### src/shared/mcc_map.svh
/*
 * Offsets, field positions, reset values and frame counts of the
 * monitor channel control block.
 * Assumes it is included by bare name wherever a number is needed.
 */
`ifndef MCC_MAP_SVH
`define MCC_MAP_SVH

// address byte fields
`define MCC_ADDR_PD_BIT 7
`define MCC_ADDR_IDX_HI 6
`define MCC_ADDR_IDX_LO 3
`define MCC_ADDR_READ_BIT 2
`define MCC_ADDR_DATA_BIT 1

// chip select byte field
`define MCC_CS_HI 7
`define MCC_CS_LO 4

// register indices
`define MCC_IDX_FORMAT 4'h0
`define MCC_IDX_RXDATA 4'h2
`define MCC_IDX_TXINJ 4'h3
`define MCC_IDX_TEST 4'hA
`define MCC_IDX_LAST 4'hA

// reset values
`define MCC_CFG_RESET 8'h00

// interface format register fields
`define MCC_FMT_BCLK_HI 7
`define MCC_FMT_BCLK_LO 6
`define MCC_FMT_LAW 5
`define MCC_FMT_INV 4
`define MCC_FMT_TIMING 3
`define MCC_FMT_SPACING 2
`define MCC_FMT_SLOT 1
`define MCC_FMT_LOOP 0

// bit clock codes and rates in kHz
`define MCC_BCLK_512 2'h0
`define MCC_BCLK_1536 2'h1
`define MCC_BCLK_2048 2'h2
`define MCC_BCLK_2560 2'h3
`define MCC_KHZ_512 12'h200
`define MCC_KHZ_1536 12'h600
`define MCC_KHZ_2048 12'h800
`define MCC_KHZ_2560 12'hA00

// frame counts
`define MCC_MIN_IDLE_FRAMES 2'h2
`define MCC_MIN_HOLD_FRAMES 2'h2

`endif

### src/shared/mcc_pkg.sv
/*
 * Types of the monitor channel control block.
 * Assumes nothing beyond a SystemVerilog compiler.
 */
package mcc_pkg;

  typedef enum logic [2:0] {
    MCC_RX_IDLE,
    MCC_RX_WAIT_VAL,
    MCC_RX_ACKED,
    MCC_RX_NEXT,
    MCC_RX_PREACK,
    MCC_RX_IGNORE
  } mcc_rx_state_t;

  typedef enum logic [1:0] {
    MCC_TX_IDLE,
    MCC_TX_SEND,
    MCC_TX_PREACK
  } mcc_tx_state_t;

  typedef enum logic [1:0] {
    MCC_LAW_MU,
    MCC_LAW_A_INV,
    MCC_LAW_A_PLAIN
  } mcc_law_t;

endpackage

### src/rtl/mcc_monitor_ctrl.sv
/*
 * Monitor channel control of a voice codec on a four-wire frame bus:
 * byte exchange on the monitor channel, address byte decode, register
 * file and the receive data FIFO.
 * Assumes frame sync, bit strobe and bus bits arrive as pins that are
 * asynchronous to clk; the bit strobe pulses only in the monitor slot.
 */
`timescale 1ns/100ps

`include "mcc_map.svh"

module mcc_fifo #(
  parameter int WIDTH = 8,
  parameter int DEPTH = 8
) (
  // clock and reset
  input wire logic clk,
  input wire logic rst_b,
  // fill side
  input wire logic in_valid,
  output logic in_ready,
  input wire logic [WIDTH-1:0] in_data,
  // drain side
  output logic out_valid,
  input wire logic out_ready,
  output logic [WIDTH-1:0] out_data
);
  localparam int AW = $clog2(DEPTH);
  logic [WIDTH-1:0] mem [DEPTH];
  logic [AW-1:0] wr_ptr_reg;
  logic [AW-1:0] rd_ptr_reg;
  logic [AW:0] count_reg;
  logic [AW:0] count_next;
  logic push;
  logic pop;

  assign push = in_valid && in_ready;
  assign pop = out_valid && out_ready;
  assign out_data = mem[rd_ptr_reg];
  assign count_next = count_reg + (AW+1)'(push) - (AW+1)'(pop);

  always_ff @(posedge clk)
  begin
    if (push)
      mem[wr_ptr_reg] <= in_data;
  end

  always_ff @(posedge clk or negedge rst_b)
  begin
    if (!rst_b)
    begin
      wr_ptr_reg <= '0;
      rd_ptr_reg <= '0;
      count_reg <= '0;
      in_ready <= 1'b1;
      out_valid <= 1'b0;
    end
    else
    begin
      if (push)
        wr_ptr_reg <= AW'((wr_ptr_reg + 1'b1) % DEPTH);
      if (pop)
        rd_ptr_reg <= AW'((rd_ptr_reg + 1'b1) % DEPTH);
      count_reg <= count_next;
      in_ready <= count_next != (AW+1)'(DEPTH);
      out_valid <= count_next != '0;
    end
  end
endmodule

// How it works
// - a monitor byte counts only when captured identical in two frames
// - a message starts with the strobe going active with the first byte
// - start sending only after partner ack idle for two frames or more
// - first byte valid: ack goes active and stays active next frame
// - abort means ack active for a single frame only
// - first byte never aborted; mismatch or wrong chip address stays silent
// - strobe inactive one frame marks next byte; longer means message end
// - next byte only after pre-ack; each byte held two frames at least
// - later bytes: ack drops for pre-ack, then returns for acknowledgement
// - failed later byte: pre-ack then ack left inactive, requesting abort
// - aborted reply is dropped; device waits for a new read command
// - every received byte acknowledged or aborted, no holding off
// - bytes shift most significant bit first
// - strobe and ack active low, released to high impedance when idle
// - writes are address byte then data byte after the chip select
// - address bit 7 power down, bit 1 data follows, bit 2 read-back
// - bits 6..3 index 0..10; index 2 feeds receive path, 3 and 10 write-only
// - format bits 7:6 select bit clock 512k, 1536k, 2048k, 2560k
// - bit 5 clear mu-law; set: bit 4 picks A-law with or without inversion
// - bit 3 delayed or non-delayed timing; bit 2 channel spacing
// - bit 1 seven-bit slot, bit 0 loop-back; all fields reset cleared
// - chip select upper nibble must match address pins, lower ignored
// - read-back answered by a single-byte message: register contents, or FIFO data for index 2
module mcc_monitor_ctrl
  import mcc_pkg::*;
#(
  parameter int FIFO_WIDTH = 8,
  parameter int FIFO_DEPTH = 8
) (
  // clock and reset
  input wire logic clk,
  input wire logic rst_b,
  // frame bus pins
  input wire logic frame_sync_pin,
  input wire logic mon_bit_strobe_pin,
  input wire logic mon_data_in_pin,
  input wire logic sender_strobe_in_pin,
  input wire logic receiver_ack_in_pin,
  input wire logic [3:0] chip_address_pins,
  // open-drain bus outputs, driven low while enable is high
  output logic mon_data_out,
  output logic mon_data_oe,
  output logic sender_strobe_out,
  output logic sender_strobe_oe,
  output logic receiver_ack_out,
  output logic receiver_ack_oe,
  // received voice bus data into the fifo
  input wire logic [FIFO_WIDTH-1:0] bus_rx_data,
  input wire logic bus_rx_valid,
  output logic bus_rx_ready,
  // configuration
  output logic power_down_flag,
  output logic [1:0] bit_clock_select,
  output logic [11:0] bit_clock_khz,
  output mcc_law_t law_mode,
  output logic timing_select,
  output logic channel_spacing,
  output logic slot_length,
  output logic loopback_select,
  output logic [7:0] channel_path_config,
  // receive path and transmit inject data
  output logic [7:0] receive_path_data,
  output logic receive_path_strobe,
  output logic [7:0] transmit_inject_data,
  output logic transmit_inject_strobe
);
  logic [2:0] fs_sync_reg;
  logic [2:0] bit_sync_reg;
  logic [1:0] dr_sync_reg;
  logic [1:0] e_sync_reg;
  logic [1:0] a_sync_reg;
  logic [3:0] addr_sync_a_reg;
  logic [3:0] addr_sync_reg;
  logic frame_tick;
  logic bit_edge;
  logic e_n;
  logic a_n;
  logic [7:0] rx_shift_reg;
  logic [7:0] prev_byte_reg;
  logic prev_e_n_reg;
  mcc_rx_state_t rx_state_reg;
  logic byte_good_reg;
  logic msg_start_reg;
  logic take_reg;
  logic [7:0] take_byte_reg;
  logic expect_data_reg;
  logic [3:0] wr_idx_reg;
  logic [7:0] cfg_reg [11];
  logic read_req_reg;
  logic [3:0] read_idx_reg;
  logic tx_pending_reg;
  logic [7:0] tx_byte_reg;
  mcc_tx_state_t tx_state_reg;
  logic [7:0] tx_shift_reg;
  logic [1:0] tx_frames_reg;
  logic [1:0] ack_idle_reg;
  logic fifo_valid;
  logic fifo_pop;
  logic [FIFO_WIDTH-1:0] fifo_data;

  function automatic logic [11:0] bclk_khz(input logic [1:0] code);
    case (code)
      `MCC_BCLK_512: bclk_khz = `MCC_KHZ_512;
      `MCC_BCLK_1536: bclk_khz = `MCC_KHZ_1536;
      `MCC_BCLK_2048: bclk_khz = `MCC_KHZ_2048;
      default: bclk_khz = `MCC_KHZ_2560;
    endcase
  endfunction

  function automatic logic readable(input logic [3:0] idx);
    readable = idx <= `MCC_IDX_LAST && idx != `MCC_IDX_TXINJ
      && idx != `MCC_IDX_TEST;
  endfunction

  // pin synchronisers; first stages feed only second stages
  always_ff @(posedge clk or negedge rst_b)
  begin
    if (!rst_b)
    begin
      fs_sync_reg <= 3'h0;
      bit_sync_reg <= 3'h0;
      dr_sync_reg <= 2'h3;
      e_sync_reg <= 2'h3;
      a_sync_reg <= 2'h3;
      addr_sync_a_reg <= 4'h0;
      addr_sync_reg <= 4'h0;
    end
    else
    begin
      fs_sync_reg <= {fs_sync_reg[1:0], frame_sync_pin};
      bit_sync_reg <= {bit_sync_reg[1:0], mon_bit_strobe_pin};
      dr_sync_reg <= {dr_sync_reg[0], mon_data_in_pin};
      e_sync_reg <= {e_sync_reg[0], sender_strobe_in_pin};
      a_sync_reg <= {a_sync_reg[0], receiver_ack_in_pin};
      addr_sync_a_reg <= chip_address_pins;
      addr_sync_reg <= addr_sync_a_reg;
    end
  end

  // frame edge aligned with the strobe and ack samples
  assign frame_tick = fs_sync_reg[1] && !fs_sync_reg[2];
  assign bit_edge = bit_sync_reg[1] && !bit_sync_reg[2];
  assign e_n = e_sync_reg[1];
  assign a_n = a_sync_reg[1];

  // serial capture of the monitor byte
  always_ff @(posedge clk or negedge rst_b)
  begin
    if (!rst_b)
    begin
      rx_shift_reg <= 8'hFF;
      prev_byte_reg <= 8'hFF;
      prev_e_n_reg <= 1'b1;
    end
    else
    begin
      if (bit_edge)
        rx_shift_reg <= {rx_shift_reg[6:0], dr_sync_reg[1]};
      if (frame_tick)
      begin
        prev_byte_reg <= rx_shift_reg;
        prev_e_n_reg <= e_n;
      end
    end
  end

  // receiving side of the exchange, one step per frame
  always_ff @(posedge clk or negedge rst_b)
  begin
    if (!rst_b)
    begin
      rx_state_reg <= MCC_RX_IDLE;
      receiver_ack_oe <= 1'b0;
      byte_good_reg <= 1'b0;
      msg_start_reg <= 1'b0;
      take_reg <= 1'b0;
      take_byte_reg <= 8'h00;
    end
    else
    begin
      msg_start_reg <= 1'b0;
      take_reg <= 1'b0;
      if (frame_tick)
      begin
        case (rx_state_reg)
          MCC_RX_IDLE:
          begin
            receiver_ack_oe <= 1'b0;
            if (!e_n)
              rx_state_reg <= MCC_RX_WAIT_VAL;
          end
          MCC_RX_WAIT_VAL:
          begin
            if (e_n)
              rx_state_reg <= MCC_RX_IDLE;
            else if (rx_shift_reg == prev_byte_reg)
            begin
              if (rx_shift_reg[`MCC_CS_HI:`MCC_CS_LO] == addr_sync_reg)
              begin
                receiver_ack_oe <= 1'b1;
                msg_start_reg <= 1'b1;
                rx_state_reg <= MCC_RX_ACKED;
              end
              else
                rx_state_reg <= MCC_RX_IGNORE;
            end
          end
          MCC_RX_ACKED:
          begin
            if (e_n)
              rx_state_reg <= MCC_RX_NEXT;
          end
          MCC_RX_NEXT:
          begin
            receiver_ack_oe <= 1'b0;
            byte_good_reg <= rx_shift_reg == prev_byte_reg;
            if (e_n)
              rx_state_reg <= MCC_RX_IDLE;
            else
              rx_state_reg <= MCC_RX_PREACK;
          end
          MCC_RX_PREACK:
          begin
            if (byte_good_reg)
            begin
              receiver_ack_oe <= 1'b1;
              take_reg <= 1'b1;
              take_byte_reg <= prev_byte_reg;
              rx_state_reg <= MCC_RX_ACKED;
            end
            else
              rx_state_reg <= MCC_RX_IDLE;
          end
          MCC_RX_IGNORE:
          begin
            if (e_n && prev_e_n_reg)
              rx_state_reg <= MCC_RX_IDLE;
          end
          default:
            rx_state_reg <= MCC_RX_IDLE;
        endcase
      end
    end
  end

  // address and data byte decode, register writes
  always_ff @(posedge clk or negedge rst_b)
  begin
    if (!rst_b)
    begin
      expect_data_reg <= 1'b0;
      wr_idx_reg <= 4'h0;
      power_down_flag <= 1'b0;
      read_req_reg <= 1'b0;
      read_idx_reg <= 4'h0;
      receive_path_strobe <= 1'b0;
      transmit_inject_strobe <= 1'b0;
      for (int i = 0; i < 11; i++)
        cfg_reg[i] <= `MCC_CFG_RESET;
    end
    else
    begin
      read_req_reg <= 1'b0;
      receive_path_strobe <= 1'b0;
      transmit_inject_strobe <= 1'b0;
      if (msg_start_reg)
        expect_data_reg <= 1'b0;
      else if (take_reg && !expect_data_reg)
      begin
        power_down_flag <= take_byte_reg[`MCC_ADDR_PD_BIT];
        if (take_byte_reg[`MCC_ADDR_DATA_BIT])
        begin
          if (take_byte_reg[`MCC_ADDR_READ_BIT])
          begin
            read_req_reg <= 1'b1;
            read_idx_reg <=
              take_byte_reg[`MCC_ADDR_IDX_HI:`MCC_ADDR_IDX_LO];
          end
          else
          begin
            wr_idx_reg <= take_byte_reg[`MCC_ADDR_IDX_HI:`MCC_ADDR_IDX_LO];
            expect_data_reg <= 1'b1;
          end
        end
      end
      else if (take_reg)
      begin
        expect_data_reg <= 1'b0;
        if (wr_idx_reg <= `MCC_IDX_LAST)
          cfg_reg[wr_idx_reg] <= take_byte_reg;
        receive_path_strobe <= wr_idx_reg == `MCC_IDX_RXDATA;
        transmit_inject_strobe <= wr_idx_reg == `MCC_IDX_TXINJ;
      end
    end
  end

  // configuration outputs held in flops
  always_ff @(posedge clk or negedge rst_b)
  begin
    if (!rst_b)
    begin
      bit_clock_select <= `MCC_BCLK_512;
      bit_clock_khz <= `MCC_KHZ_512;
      law_mode <= MCC_LAW_MU;
      timing_select <= 1'b0;
      channel_spacing <= 1'b0;
      slot_length <= 1'b0;
      loopback_select <= 1'b0;
      channel_path_config <= `MCC_CFG_RESET;
      receive_path_data <= `MCC_CFG_RESET;
      transmit_inject_data <= `MCC_CFG_RESET;
    end
    else
    begin
      bit_clock_select <=
        cfg_reg[`MCC_IDX_FORMAT][`MCC_FMT_BCLK_HI:`MCC_FMT_BCLK_LO];
      bit_clock_khz <= bclk_khz(
        cfg_reg[`MCC_IDX_FORMAT][`MCC_FMT_BCLK_HI:`MCC_FMT_BCLK_LO]);
      if (!cfg_reg[`MCC_IDX_FORMAT][`MCC_FMT_LAW])
        law_mode <= MCC_LAW_MU;
      else if (!cfg_reg[`MCC_IDX_FORMAT][`MCC_FMT_INV])
        law_mode <= MCC_LAW_A_INV;
      else
        law_mode <= MCC_LAW_A_PLAIN;
      timing_select <= cfg_reg[`MCC_IDX_FORMAT][`MCC_FMT_TIMING];
      channel_spacing <= cfg_reg[`MCC_IDX_FORMAT][`MCC_FMT_SPACING];
      slot_length <= cfg_reg[`MCC_IDX_FORMAT][`MCC_FMT_SLOT];
      loopback_select <= cfg_reg[`MCC_IDX_FORMAT][`MCC_FMT_LOOP];
      channel_path_config <= cfg_reg[1];
      receive_path_data <= cfg_reg[`MCC_IDX_RXDATA];
      transmit_inject_data <= cfg_reg[`MCC_IDX_TXINJ];
    end
  end

  // read-back of index 2 drains received bus data
  assign fifo_pop = read_req_reg && read_idx_reg == `MCC_IDX_RXDATA;

  mcc_fifo #(
    .WIDTH(FIFO_WIDTH),
    .DEPTH(FIFO_DEPTH)
  ) u_rx_fifo (
    .clk(clk),
    .rst_b(rst_b),
    .in_valid(bus_rx_valid),
    .in_ready(bus_rx_ready),
    .in_data(bus_rx_data),
    .out_valid(fifo_valid),
    .out_ready(fifo_pop),
    .out_data(fifo_data)
  );

  // partner ack idle frames, saturating
  always_ff @(posedge clk or negedge rst_b)
  begin
    if (!rst_b)
      ack_idle_reg <= 2'h0;
    else if (frame_tick)
    begin
      if (!a_n)
        ack_idle_reg <= 2'h0;
      else if (ack_idle_reg != 2'h3)
        ack_idle_reg <= ack_idle_reg + 2'h1;
    end
  end

  // sending side: single-byte reply messages
  always_ff @(posedge clk or negedge rst_b)
  begin
    if (!rst_b)
    begin
      tx_state_reg <= MCC_TX_IDLE;
      tx_pending_reg <= 1'b0;
      tx_byte_reg <= 8'h00;
      tx_shift_reg <= 8'hFF;
      tx_frames_reg <= 2'h0;
      sender_strobe_oe <= 1'b0;
      mon_data_oe <= 1'b0;
    end
    else
    begin
      if (frame_tick)
      begin
        case (tx_state_reg)
          MCC_TX_IDLE:
          begin
            if (tx_pending_reg && ack_idle_reg >= `MCC_MIN_IDLE_FRAMES)
            begin
              tx_pending_reg <= 1'b0;
              sender_strobe_oe <= 1'b1;
              tx_shift_reg <= tx_byte_reg;
              tx_frames_reg <= 2'h1;
              tx_state_reg <= MCC_TX_SEND;
            end
          end
          MCC_TX_SEND:
          begin
            tx_shift_reg <= tx_byte_reg;
            if (tx_frames_reg != 2'h3)
              tx_frames_reg <= tx_frames_reg + 2'h1;
            if (!a_n && tx_frames_reg >= `MCC_MIN_HOLD_FRAMES)
              tx_state_reg <= MCC_TX_PREACK;
          end
          MCC_TX_PREACK:
          begin
            sender_strobe_oe <= 1'b0;
            tx_state_reg <= MCC_TX_IDLE;
          end
          default:
            tx_state_reg <= MCC_TX_IDLE;
        endcase
        mon_data_oe <= 1'b0;
      end
      else if (bit_edge && tx_state_reg != MCC_TX_IDLE)
      begin
        mon_data_oe <= !tx_shift_reg[7];
        tx_shift_reg <= {tx_shift_reg[6:0], 1'b1};
      end
      if (read_req_reg && readable(read_idx_reg))
      begin
        tx_pending_reg <= 1'b1;
        tx_byte_reg <= fifo_pop ? (fifo_valid ? fifo_data : 8'h00)
          : cfg_reg[read_idx_reg];
      end
    end
  end

  // open-drain lines only ever pull low
  always_ff @(posedge clk or negedge rst_b)
  begin
    if (!rst_b)
    begin
      mon_data_out <= 1'b0;
      sender_strobe_out <= 1'b0;
      receiver_ack_out <= 1'b0;
    end
    else
    begin
      mon_data_out <= 1'b0;
      sender_strobe_out <= 1'b0;
      receiver_ack_out <= 1'b0;
    end
  end

  a_first_valid: assert property (@(posedge clk) disable iff (!rst_b)
    frame_tick && rx_state_reg == MCC_RX_WAIT_VAL && !e_n
    && rx_shift_reg == prev_byte_reg
    && rx_shift_reg[7:4] == addr_sync_reg |=> receiver_ack_oe ##1
    receiver_ack_oe)
    else $error("first byte not acknowledged");
  a_first_silent: assert property (@(posedge clk) disable iff (!rst_b)
    frame_tick && rx_state_reg == MCC_RX_WAIT_VAL
    && rx_shift_reg != prev_byte_reg |=> !receiver_ack_oe)
    else $error("first byte mismatch answered");
  a_pre_ack: assert property (@(posedge clk) disable iff (!rst_b)
    frame_tick && rx_state_reg == MCC_RX_NEXT |=> !receiver_ack_oe)
    else $error("pre-ack missing");
  a_abort_req: assert property (@(posedge clk) disable iff (!rst_b)
    frame_tick && rx_state_reg == MCC_RX_PREACK && !byte_good_reg
    |=> !receiver_ack_oe && rx_state_reg == MCC_RX_IDLE)
    else $error("abort request not left inactive");
  a_start_gap: assert property (@(posedge clk) disable iff (!rst_b)
    $rose(sender_strobe_oe) |-> $past(ack_idle_reg) >= 2'h2)
    else $error("send started without idle ack");
  a_hold_two: assert property (@(posedge clk) disable iff (!rst_b)
    $fell(sender_strobe_oe) |-> $past(tx_frames_reg) >= 2'h2)
    else $error("byte held under two frames");
  a_abort_stop: assert property (@(posedge clk) disable iff (!rst_b)
    frame_tick && tx_state_reg == MCC_TX_PREACK
    |=> !sender_strobe_oe && !tx_pending_reg || read_req_reg)
    else $error("aborted message continued");
  a_shift_msb: assert property (@(posedge clk) disable iff (!rst_b)
    bit_edge |=> rx_shift_reg == {$past(rx_shift_reg[6:0]),
    $past(dr_sync_reg[1])})
    else $error("serial shift order wrong");
  a_law_decode: assert property (@(posedge clk) disable iff (!rst_b)
    !cfg_reg[0][5] |=> law_mode == MCC_LAW_MU)
    else $error("mu-law not selected");
endmodule

### config.mk
export PLATFORM = sky130hd
export DESIGN_NAME = mcc_monitor_ctrl
export DESIGN_NICKNAME = d
export VERILOG_FILES = /design/src/shared/mcc_pkg.sv /design/src/rtl/mcc_monitor_ctrl.sv
export VERILOG_INCLUDE_DIRS = /design/src /design/src/shared
export SDC_FILE = /design/constraint.sdc
export NUM_CORES = 1
export LEC_CHECK = 0
export ABC_CLOCK_PERIOD_IN_PS = 5300
export BUFFER_PORTS_ARGS = -buffer_cell sky130_fd_sc_hd__buf_4
export CORE_MARGIN = 2
export CORE_UTILIZATION = 45
export CTS_CLUSTER_SIZE = 20
export DETAILED_ROUTE_END_ITERATION = 16
export PLACE_DENSITY = 0.72
export SLEW_MARGIN = 15
export SYNTH_ARGS = -nofsm -noshare
export SYNTH_HDL_FRONTEND = slang
export SYNTH_SLANG_ARGS = --single-unit
export TNS_END_PERCENT = 20
### constraint.sdc
create_clock -name clk -period 5.3 [get_ports clk]
set_input_delay 0 -clock clk [delete_from_list [all_inputs] [get_ports clk]]
set_output_delay 0 -clock clk [all_outputs]
set_load 0.02 [all_outputs]
==> results.sh, run 1 <==
export IMPL_status="finished clean"
export IMPL_drc_errors=0
export IMPL_pin_count=74
export IMPL_clock_latency_ns=0.54
export IMPL_grt_max_degree=123
export IMPL_path_clk_slew_ns=0.06
export IMPL_skew_ns=0.0115
export IMPL_max_stage_delay_ns=0.68
export IMPL_cp_start_kind="register"
export IMPL_startpoint="read_idx_reg[1]"
export IMPL_final_layout_size_suffix_gt1_share_pct=31.0
export IMPL_grt_use_total_pct=16.5
export IMPL_slowest_stage="dfrtp_1"
export IMPL_swShare_pct=22.7
export IMPL_nNetsFinal=943
export IMPL_ys_ff_latch=289
export IMPL_largest_reg_flops=88
export IMPL_die_h_um=166
export IMPL_io_buffers=61
export IMPL_clock_root_buffer="clkbuf_16"
export IMPL_cts_htree_levels=1
export IMPL_wl_met1_um=10400
export IMPL_crit_end="u_rx_fifo.out_valid"
export IMPL_fin_setup_tns_ns=0
export IMPL_ys_flop_type="dfrtp_1"
export IMPL_ff_latch_area_um2=7590
export IMPL_wirelength_um=22500
export IMPL_power_density_nw_per_um2=394
export IMPL_design_core_area_um2=25900
export IMPL_ctsLongestPathBuffers=3
export IMPL_reg2reg_slack_ns=1.82
export IMPL_dieArea_um2=27600
export IMPL_multi_input_area_um2=3910
export IMPL_r2r_end="u_rx_fifo.out_valid"
export IMPL_grt_overflow_total=0
export IMPL_gp_congestion=0.814
export IMPL_relSlewSlack_pct=29.8
export IMPL_nFillCells=2109
export IMPL_whs_ns=0.102
export IMPL_vias_per_cell=5.22
export IMPL_worstReg2RegStart="read_idx_reg[1]"
export IMPL_rsz0062_at_grt="false"
export IMPL_setup_viol=0
export IMPL_p_seq_share_pct=47.9
export IMPL_dp_hpwl_um=14700
export IMPL_peakVddDrop_v=0.000274
export IMPL_netSwitchingPower_mw=1.23
export IMPL_first_pass_iters=4
export IMPL_layout_commonest_cell="dfrtp_1"
export IMPL_tightest_slew_ns=1.05
export IMPL_final_hold_violation_count=0
export IMPL_first_global_vias=6632
export IMPL_num_rows=59
export IMPL_p_leak_nw=6.03
export IMPL_ys_types=55
export IMPL_avgSynthCellArea_um2=14.1
export IMPL_layout_common_cells="191 x dfrtp_1, 115 x mux2_2, 93 x nand2_1"
export IMPL_worstHoldPathType="input port to register"
export IMPL_path_cells="nor2b_1, and4b_1, ha_1, inv_1, ha_1, inv_1, fa_1, xnor2_1, nor3_1, nand2b_1"
export IMPL_routed_top_layer="met4"
export IMPL_syn_area_um2=11800
export IMPL_yosys_warnings=0
export IMPL_cp_required_ns=5.73
export IMPL_fp_dieW_um=166
export IMPL_cp_end_kind="register"
export IMPL_post_route_util_pct=53.4
export IMPL_initial_core_util_pct=45.6
export IMPL_synth_edff_count=64
export IMPL_maxSlewViolCount=0
export IMPL_initialDrtViolationCount=508
export IMPL_crit_arrival_ns=3.90
export IMPL_antenna_found_initial=0
export IMPL_layout_min_cycle_time_ns=3.48
export IMPL_clkPwrFrac_pct=42.9
export IMPL_cts_hold_buf=19
export IMPL_place_area_um2=12500
export IMPL_worstHoldStart="sender_strobe_in_pin"
export IMPL_crit_type="register to register"
export IMPL_route_met2_wl_um=10800
export IMPL_wl_met3_um=1000
export IMPL_max_clock_freq_mhz=288
export IMPL_period_share_pct=65.6
export IMPL_syn_to_final_growth_pct=17.0
export IMPL_numClockSinks=289
export IMPL_cts_tree="done"
export IMPL_synth_async_sr_flop_share_pct=77.9
export IMPL_postRouteAntennaNets=0
export IMPL_maxCapViolations=0
export IMPL_numCtsBuffers=29
export IMPL_p_int_mw=4.21
export IMPL_power_total_mw=5.45
export IMPL_cts_resized=0
export IMPL_fin_area_um2=13800
export IMPL_crit_fanout=14
export IMPL_ys_seq_area_share_pct=64.3
export IMPL_vias=6630
export IMPL_ff2ff_path_depth=10
export IMPL_synthCells=838
export IMPL_combPwrFrac_pct=9.2
export IMPL_grt_first_pass_wirelength_um=36600
export IMPL_antenna_cells=0
export IMPL_post_drt_wl_per_cell_um=17.7
export IMPL_post_cts_setup_buffers=0
==> worst min path at each step <==
stage	end	slack, ns	cells after the start
after floorplan	ack_idle_reg[0]	-0.30	0
after global placement	dr_sync_reg[0]	0.11	1
after detailed placement	addr_sync_a_reg[1]	0.11	1
after CTS	a_sync_reg[0]	0.09	2
after global routing	addr_sync_a_reg[1]	0.09	2
final	e_sync_reg[0]	0.10	2
==> Yosys cell counts, drive strengths merged, types with 2 or more instances <==
cell	number	area, µm²
and2	6	37.5
a22oi	16	120
nand2	93	349
buf	33	199
a211oi	2	15.0
mux2	116	1310
dfstp	33	867
a32oi	8	70.1
nor3b	3	22.5
nor2b	11	68.8
nor4	3	18.8
o22ai	3	18.8
clkbuf	21	78.8
a21o	4	30.0
or3	2	12.5
a31oi	11	68.8
ha	9	113
edfxtp	64	1920
nand3b	3	22.5
mux4	16	360
a21oi	12	60.1
or2	2	12.5
nor3	7	57.6
mux2i	49	490
o21ai	28	140
dfrtp	192	4800
xnor2	17	149
nor2	27	116
inv	19	71.3
nand4	5	31.3
nand2b	8	50.1
==> stage by stage <==
step,worst slack [ns],cells
final,1.82,1271
after global routing,1.50,1271
after CTS,1.85,1271
after detailed placement,1.88,1198
after global placement,1.99,1198
after floorplan,2.82,849
==> worst max-delay path: cells and delay by family (launching register included) <==
family,cells,cell delay (ns)
and+or+nand+nor,4,1.52
adders and majority gates,3,0.87
DFF,1,0.68
xor gates and xnor gates,1,0.17
buffers and inverters,2,0.12
==> metal layers <==
layer,track usage (%),vias to the layer above
met1,23.7,3352
met2,26.8,144
met4,3.36,0
met5,0,-
met3,2.79,18
li1,-,3116
==> power by group through the flow <==
stage	Combinational [mW]	Sequential, mW	Clock (mW)
global placement	0.473	2.64	0
detailed placement	0.492	2.65	0
finish	0.502	2.61	2.33
floorplan	0.371	2.60	0
global route	0.567	2.63	2.49
CTS	0.506	2.61	2.39
==> cell type report <==
cell class / instances / area share (%)
flip-flops and latches: 289 / 54.9
multi-input cells: 486 / 28.3
clock buffers: 40 / 5.84
repair buffers: 87 / 5.12
well taps: 335 / 3.03
clock inverters: 14 / 2.23
inverters: 20 / 0.543
==> cell families (layout without fill, tap and decap cells) <==
kind of cell | count (synthesis) | after routing | synth area share (%)
compound gates | 91 | 91 | 4.99
flops | 289 | 289 | 64.3
fa+ha+maj | 10 | 10 | 1.12
other cells | 1 | 12 | 0.0317
xor+xnor | 18 | 18 | 1.33
simple gates | 174 | 174 | 7.02
mux | 181 | 181 | 18.3
buf+inv | 74 | 161 | 2.99
(Power assumes the default switching activity.)
==> run 2: changes to the inputs <==
--- a/config.mk
+++ b/config.mk
@@ -6,13 +6,13 @@
 export SDC_FILE = /design/constraint.sdc
 export NUM_CORES = 1
 export LEC_CHECK = 0
-export ABC_CLOCK_PERIOD_IN_PS = 5300
+export ABC_CLOCK_PERIOD_IN_PS = 3120
 export BUFFER_PORTS_ARGS = -buffer_cell sky130_fd_sc_hd__buf_4
 export CORE_MARGIN = 2
 export CORE_UTILIZATION = 45
 export CTS_CLUSTER_SIZE = 20
 export DETAILED_ROUTE_END_ITERATION = 16
-export PLACE_DENSITY = 0.72
+export PLACE_DENSITY = 0.74
 export SLEW_MARGIN = 15
 export SYNTH_ARGS = -nofsm -noshare
 export SYNTH_HDL_FRONTEND = slang
==> constraint.sdc (replaced) <==
create_clock -name clk -period 3.12 [get_ports clk]
set_input_delay 0 -clock clk [delete_from_list [all_inputs] [get_ports clk]]
set_output_delay 0 -clock clk [all_outputs]
set_load 0.02 [all_outputs]
==> run 2 against run 1 <==
Against the previous run: final cell count grew 0.47%; die area unchanged; sequential power up 70%; clock power increased by 64%; routed wire length is 2.0% higher; register-to-register slack got worse by 1.1 ns; critical path depth unchanged; global-route usage increased by 0.34 points.
==> results.sh, run 2 (synthesized netlist as in run 1, its figures left out) <==
export IMPL_dp_worst_setup_slack_ns=0.727
export IMPL_grt_first_pass_wirelength_um=37700
export IMPL_peakVddDrop_v=0.000407
export IMPL_layout_min_cycle_time_ns=2.41
export IMPL_numClockSinks=289
export IMPL_nFillCells=2113
export IMPL_ff2ff_path_depth=10
export IMPL_first_pass_iters=5
export IMPL_crit_fanout=14
export IMPL_max_stage_delay_ns=0.49
export IMPL_initial_core_util_pct=45.6
export IMPL_slowest_stage="dfrtp_1"
export IMPL_fin_setup_tns_ns=0
export IMPL_maxCapViolations=0
export IMPL_fin_cells=1277
export IMPL_relSlewSlack_pct=40.6
export IMPL_skew_ns=0.00607
export IMPL_clock_latency_ns=0.54
export IMPL_die_h_um=166
export IMPL_routed_top_layer="met4"
export IMPL_power_total_mw=9.09
export IMPL_cts_tree="done"
export IMPL_wl_met3_um=1020
export IMPL_initialDrtViolationCount=443
export IMPL_tightest_slew_ns=0.888
export IMPL_antenna_found_initial=0
export IMPL_path_clk_slew_ns=0.06
export IMPL_layout_commonest_cell="dfrtp_1"
export IMPL_first_global_vias=7001
export IMPL_pin_count=74
export IMPL_post_drt_wl_per_cell_um=18.0
export IMPL_clock_root_buffer="clkbuf_16"
export IMPL_crit_type="register to register"
export IMPL_largest_reg_flops=88
export IMPL_cpLargestDelayFamily="adder cells"
export IMPL_crit_buf_inv=3
export IMPL_post_route_util_pct=53.4
export IMPL_cts_resized=0
export IMPL_status="finished clean"
export IMPL_dieArea_um2=27600
export IMPL_postRouteAntennaNets=0
export IMPL_antenna_cells=0
export IMPL_syn_to_final_growth_pct=17.1
export IMPL_grt_overflow_total=0
export IMPL_design_core_area_um2=25900
export IMPL_final_layout_size_suffix_gt1_share_pct=31.6
export IMPL_route_met2_wl_um=11100
export IMPL_vias=6697
export IMPL_cts_htree_levels=1
export IMPL_period_share_pct=77.4
export IMPL_numCtsBuffers=29
export IMPL_path_common_cell="inv_1"
export IMPL_fp_dieW_um=166
export IMPL_final_hold_violation_count=0
export IMPL_path_cells="nor2b_1, and4b_1, ha_1, inv_1, ha_1, inv_1, fa_1, inv_1, nor3_1, nand2b_1"
export IMPL_num_rows=59
export IMPL_wl_met1_um=10400
export IMPL_grt_max_degree=101
export IMPL_drc_errors=0
export IMPL_maxSlewViolCount=0
export IMPL_max_clock_freq_mhz=414
export IMPL_dp_hpwl_um=14900
export IMPL_layout_common_cells="191 x dfrtp_1, 115 x mux2_2, 93 x nand2_1"
export IMPL_cp_start_kind="register"
export IMPL_io_buffers=61
export IMPL_nNetsFinal=950
export IMPL_setup_ws_ns=0.705
export IMPL_cp_end_kind="register"
export IMPL_wirelength_um=22900
export IMPL_ctsLongestPathBuffers=3
export IMPL_worstHoldPathType="input port to async pin"
export IMPL_p_leak_nw=6.06
export IMPL_power_density_nw_per_um2=657
export IMPL_worst_path_stages=10
export IMPL_vias_per_cell=5.24
export IMPL_rsz0062_at_grt="false"
export IMPL_crit_arrival_ns=2.84
export IMPL_cp_required_ns=3.54
export IMPL_dp_cells=1205
export IMPL_gp_congestion=0.875
export IMPL_setup_viol=0
export IMPL_grt_use_total_pct=16.8
run 2: cell count changes in the layout (fill, tap and decap cells not counted):
cell	delta
bufinv_16	-3
clkinvlp_4	-2
clkbuf_1	-2
clkinv_2	+2
clkinv_4	-1
buf_4	+6
clkbuf_8	+3
clkbuf_4	+1
inv_4	+1
buf_12	+1
run 2: repair_timing:
item                      CTS  global route
hold endpoints to repair  174             0
hold buffers               19             0
buffers inserted            0             0
run 2: area by class of cell:
type	count	area (µm²)	share of cell area, %
Clock buffer	42	848	6.13
Clock inverter	11	210	1.52
Inverter	20	75.1	0.543
Multi-Input combinational cell	486	3910	28.3
Sequential cell	289	7590	54.9
Tap cell	335	419	3.03
Timing Repair Buffer	94	773	5.59
run 2: worst paths after layout:
| check | from | to | slack [ns] |
|---|---|---|---|
| min in group clk | frame_sync_pin | fs_sync_reg[0] | 0.10 |
| hold reg to reg | addr_sync_a_reg[1] | addr_sync_reg[1] | 0.35 |
| setup / recovery | read_idx_reg[0] | u_rx_fifo.out_valid | 0.71 |
| setup reg to reg | read_idx_reg[0] | u_rx_fifo.out_valid | 0.71 |
| max in group asynchronous | rst_b | u_rx_fifo.in_ready | 2.02 |
| hold / removal | rst_b | transmit_inject_data[0] | 0.08 |
run 2: power by group:
part           leakage (nW)  internal (mW)  total, mW  switching, mW
clock                 0.524           2.38       3.81           1.43
combinational          1.99          0.390      0.842          0.452
sequential             3.55           4.21       4.44          0.224
run 2: per-stage QoR:
step           cell area, µm²  hold WS [ns]
3_3_place_gp            12600        0.0831
6_report                13800        0.0804
4_1_cts                 13800        0.0810
3_5_place_dp            12600        0.0937
2_1_floorplan           11900        -0.296
5_1_grt                 13800        0.0954
run 2: layer usage:
layer  up-vias  GRT usage [%]
li1       3116              -
met1      3400           23.5
met2       146           28.0
met3        35           2.48
met4         0           4.42
met5         -              0
==> run 3: changes to the inputs <==
--- a/config.mk
+++ b/config.mk
@@ -6,13 +6,14 @@
 export SDC_FILE = /design/constraint.sdc
 export NUM_CORES = 1
 export LEC_CHECK = 0
-export ABC_CLOCK_PERIOD_IN_PS = 3120
+export ABC_AREA = 1
+export ABC_CLOCK_PERIOD_IN_PS = 2500
 export BUFFER_PORTS_ARGS = -buffer_cell sky130_fd_sc_hd__buf_4
 export CORE_MARGIN = 2
 export CORE_UTILIZATION = 45
 export CTS_CLUSTER_SIZE = 20
 export DETAILED_ROUTE_END_ITERATION = 16
-export PLACE_DENSITY = 0.74
+export PLACE_DENSITY = 0.72
 export SLEW_MARGIN = 15
 export SYNTH_ARGS = -nofsm -noshare
 export SYNTH_HDL_FRONTEND = slang
==> constraint.sdc (replaced) <==
create_clock -name clk -period 2.5 [get_ports clk]
set_input_delay 0 -clock clk [delete_from_list [all_inputs] [get_ports clk]]
set_output_delay 0 -clock clk [all_outputs]
set_load 0.02 [all_outputs]
==> run 3 against run 2 <==
Against the previous run: worst hold slack worse by 0.018 ns; global-route usage is 1.6 points higher; core utilization is 0.51 points higher.
==> results.sh, run 3 <==
export IMPL_status="finished clean"
export IMPL_final_layout_size_suffix_gt1_share_pct=13.5
export IMPL_rsz0062_at_grt="false"
export IMPL_cp_required_ns=2.93
export IMPL_die_h_um=167
export IMPL_postRouteAntennaNets=0
export IMPL_combPwrFrac_pct=9.5
export IMPL_drc_errors=0
export IMPL_fin_setup_tns_ns=0
export IMPL_synth_top_area_share_pct=40.2
export IMPL_yosys_warnings=0
export IMPL_crit_type="register to register"
export IMPL_initialDrtViolationCount=825
export IMPL_synthCells=1265
export IMPL_first_global_vias=8377
export IMPL_antenna_found_initial=0
export IMPL_ctsLongestPathBuffers=3
export IMPL_final_hold_violation_count=0
export IMPL_synthTopCellsByArea="dfrtp_1 40%, edfxtp_1 16%, nand2_1 12%, o21ai_0 7.8%, dfstp_2 7.3%"
export IMPL_multi_input_area_um2=3760
export IMPL_antenna_cells=0
export IMPL_fin_cells=1710
export IMPL_synth_async_sr_flop_share_pct=77.9
export IMPL_period_share_pct=92.0
export IMPL_syn_area_um2=12000
export IMPL_synthTopCellsByCount="381 x nand2_1, 192 x dfrtp_1, 186 x o21ai_0"
export IMPL_numClockSinks=289
export IMPL_nFillCells=2256
export IMPL_skew_ns=0.0157
export IMPL_ys_ff_latch=289
export IMPL_relSlewSlack_pct=53.8
export IMPL_power_density_nw_per_um2=791
export IMPL_netSwitchingPower_mw=2.64
export IMPL_dp_hpwl_um=16400
export IMPL_initial_core_util_pct=45.9
export IMPL_grt_first_pass_wirelength_um=42600
export IMPL_layout_commonest_cell="nand2_1"
export IMPL_yosysTopAreaCell="dfrtp_1"
export IMPL_worstHoldPathType="input port to async pin"
export IMPL_path_clk_slew_ns=0.06
export IMPL_ys_types=37
export IMPL_setup_viol=0
export IMPL_layout_common_cells="381 x nand2_1, 192 x dfrtp_1, 186 x o21ai_0"
export IMPL_largest_reg_flops=88
export IMPL_clock_root_buffer="clkbuf_16"
export IMPL_p_seq_share_pct=48.2
export IMPL_vias=8828
export IMPL_pin_count=74
export IMPL_peakVddDrop_v=0.000516
export IMPL_cts_hold_buf=19
export IMPL_cp_end_kind="register"
export IMPL_yosysMostFrequentCell="nand2_1"
export IMPL_tightest_slew_ns=0.694
export IMPL_dieArea_um2=27900
export IMPL_dp_cells=1637
export IMPL_cts_htree_levels=1
export IMPL_grt_max_degree=91
export IMPL_ff_latch_area_um2=7590
export IMPL_layout_min_cycle_time_ns=2.30
export IMPL_wirelength_um=25600
export IMPL_io_buffers=61
export IMPL_synth_edff_count=64
export IMPL_post_cts_setup_buffers=0
export IMPL_ys_flop_type="dfrtp_1"
export IMPL_ys_seq_area_share_pct=63.5
export IMPL_maxSlewViolCount=0
export IMPL_num_rows=59
export IMPL_cts_resized=0
export IMPL_clkPwrFrac_pct=42.2
export IMPL_grt_use_total_pct=18.5
export IMPL_fp_dieW_um=167
export IMPL_cp_start_kind="register"
export IMPL_maxCapViolations=0
export IMPL_numCtsBuffers=29
export IMPL_design_core_area_um2=26100
export IMPL_grt_overflow_total=0
export IMPL_p_int_mw=8.46
export IMPL_clock_latency_ns=0.54
export IMPL_post_drt_wl_per_cell_um=14.9
export IMPL_syn_to_final_growth_pct=17.5
export IMPL_gp_congestion=0.871
export IMPL_crit_arrival_ns=2.73
export IMPL_swShare_pct=23.8
export IMPL_first_pass_iters=5
export IMPL_avgSynthCellArea_um2=9.45
export IMPL_max_clock_freq_mhz=435
export IMPL_p_leak_nw=6.47
export IMPL_nNetsFinal=1382
export IMPL_cts_tree="done"
export IMPL_vias_per_cell=5.16
export IMPL_crit_fanout=2
## run 3: changes by cell type after synthesis, sizes merged, moves of 11 or more
| cell | previous run | this run |
|---|---|---|
| a31oi | 11 | 0 |
| mux4 | 16 | 0 |
| a22oi | 16 | 0 |
| nor2b | 11 | 0 |
| mux2 | 116 | 0 |
| clkbuf | 21 | 32 |
| xnor2 | 17 | 5 |
| inv | 19 | 79 |
| o21ai | 28 | 187 |
| nor2 | 27 | 116 |
| mux2i | 49 | 0 |
| nand3 | 1 | 68 |
| nand2 | 93 | 381 |
## run 3: power groups by stage
stage                     sequential [mW]  combinational, mW  clock [mW]
after floorplan                      5.41              0.691           0
after global routing                 5.39               1.22        4.98
final                                5.36               1.06        4.69
after global placement               5.43              0.994           0
after detailed placement             5.44               1.04           0
after CTS                            5.35               1.07        4.76
## run 3: cell families (layout without fill, tap and decap cells)
kind of cell / count (synthesis) / in the layout / synth area share (%)
other: 1 / 12 / 0.0314
xor gates and xnor gates: 10 / 10 / 0.732
DFF: 289 / 289 / 63.5
and+or+nand+nor: 586 / 586 / 19.7
buffers and inverters: 150 / 249 / 5.40
AOI/OAI and AO/OA: 219 / 219 / 9.53
adders and majority gates: 10 / 10 / 1.11
## run 3: metrics by stage
stage / utilization (%) / power (mW) / setup WS, ns / hold WS, ns / cell area (µm²)
after detailed placement: 49.1 / 6.48 / 0.217 / 0.0546 / 12800
after CTS: 53.9 / 11.2 / 0.189 / 0.0777 / 14000
final: 53.9 / 11.1 / 0.199 / 0.0621 / 14000
after global placement: 49.1 / 6.42 / 0.245 / 0.0507 / 12800
after floorplan: - / 6.10 / 0.0446 / -0.296 / 12000
after global routing: 53.9 / 11.6 / 0.0740 / 0.0795 / 14000
## run 3: critical path, cell delays in order, from the launching register on
cell	delay (ns)
dfrtp_1	0.34
inv_1	0.06
nor2_1	0.13
nand4_2	0.15
nor2_2	0.14
ha_1	0.24
inv_1	0.06
ha_1	0.16
inv_1	0.05
fa_1	0.48
inv_1	0.06
nor3_1	0.24
nand2_1	0.08
## run 3: metal layers
layer | GRT usage [%] | wire [µm] | vias up
met2 | 30.4 | 11900 | 264
met5 | 0 | 0 | -
met3 | 2.59 | 1310 | 56
met1 | 25.6 | 11600 | 4236
li1 | - | - | 4272
met4 | 5.73 | 751 | 0
## run 3: path summary, 6_finish.rpt
check | start | to | slack, ns | depth (start not counted)
max | read_req_reg | u_rx_fifo.out_valid | 0.20 | 12
min | rst_b | transmit_inject_data[1] | 0.06 | 2
max reg2reg | read_req_reg | u_rx_fifo.out_valid | 0.20 | 12
min reg2reg | addr_sync_a_reg[3] | addr_sync_reg[3] | 0.35 | 0
max in group asynchronous | rst_b | bit_clock_khz[9] | 1.57 | 3
min in group clk | chip_address_pins[2] | addr_sync_a_reg[2] | 0.10 | 2
## run 3: area by class of cell
class / instances / area share (%)
tap: 335 / 2.98
timing repair buffer: 112 / 6.47
clock inverter: 11 / 1.35
clock buffer: 43 / 6.14
inverter: 83 / 2.22
sequential: 289 / 54.1
multi-input combinational: 837 / 26.8
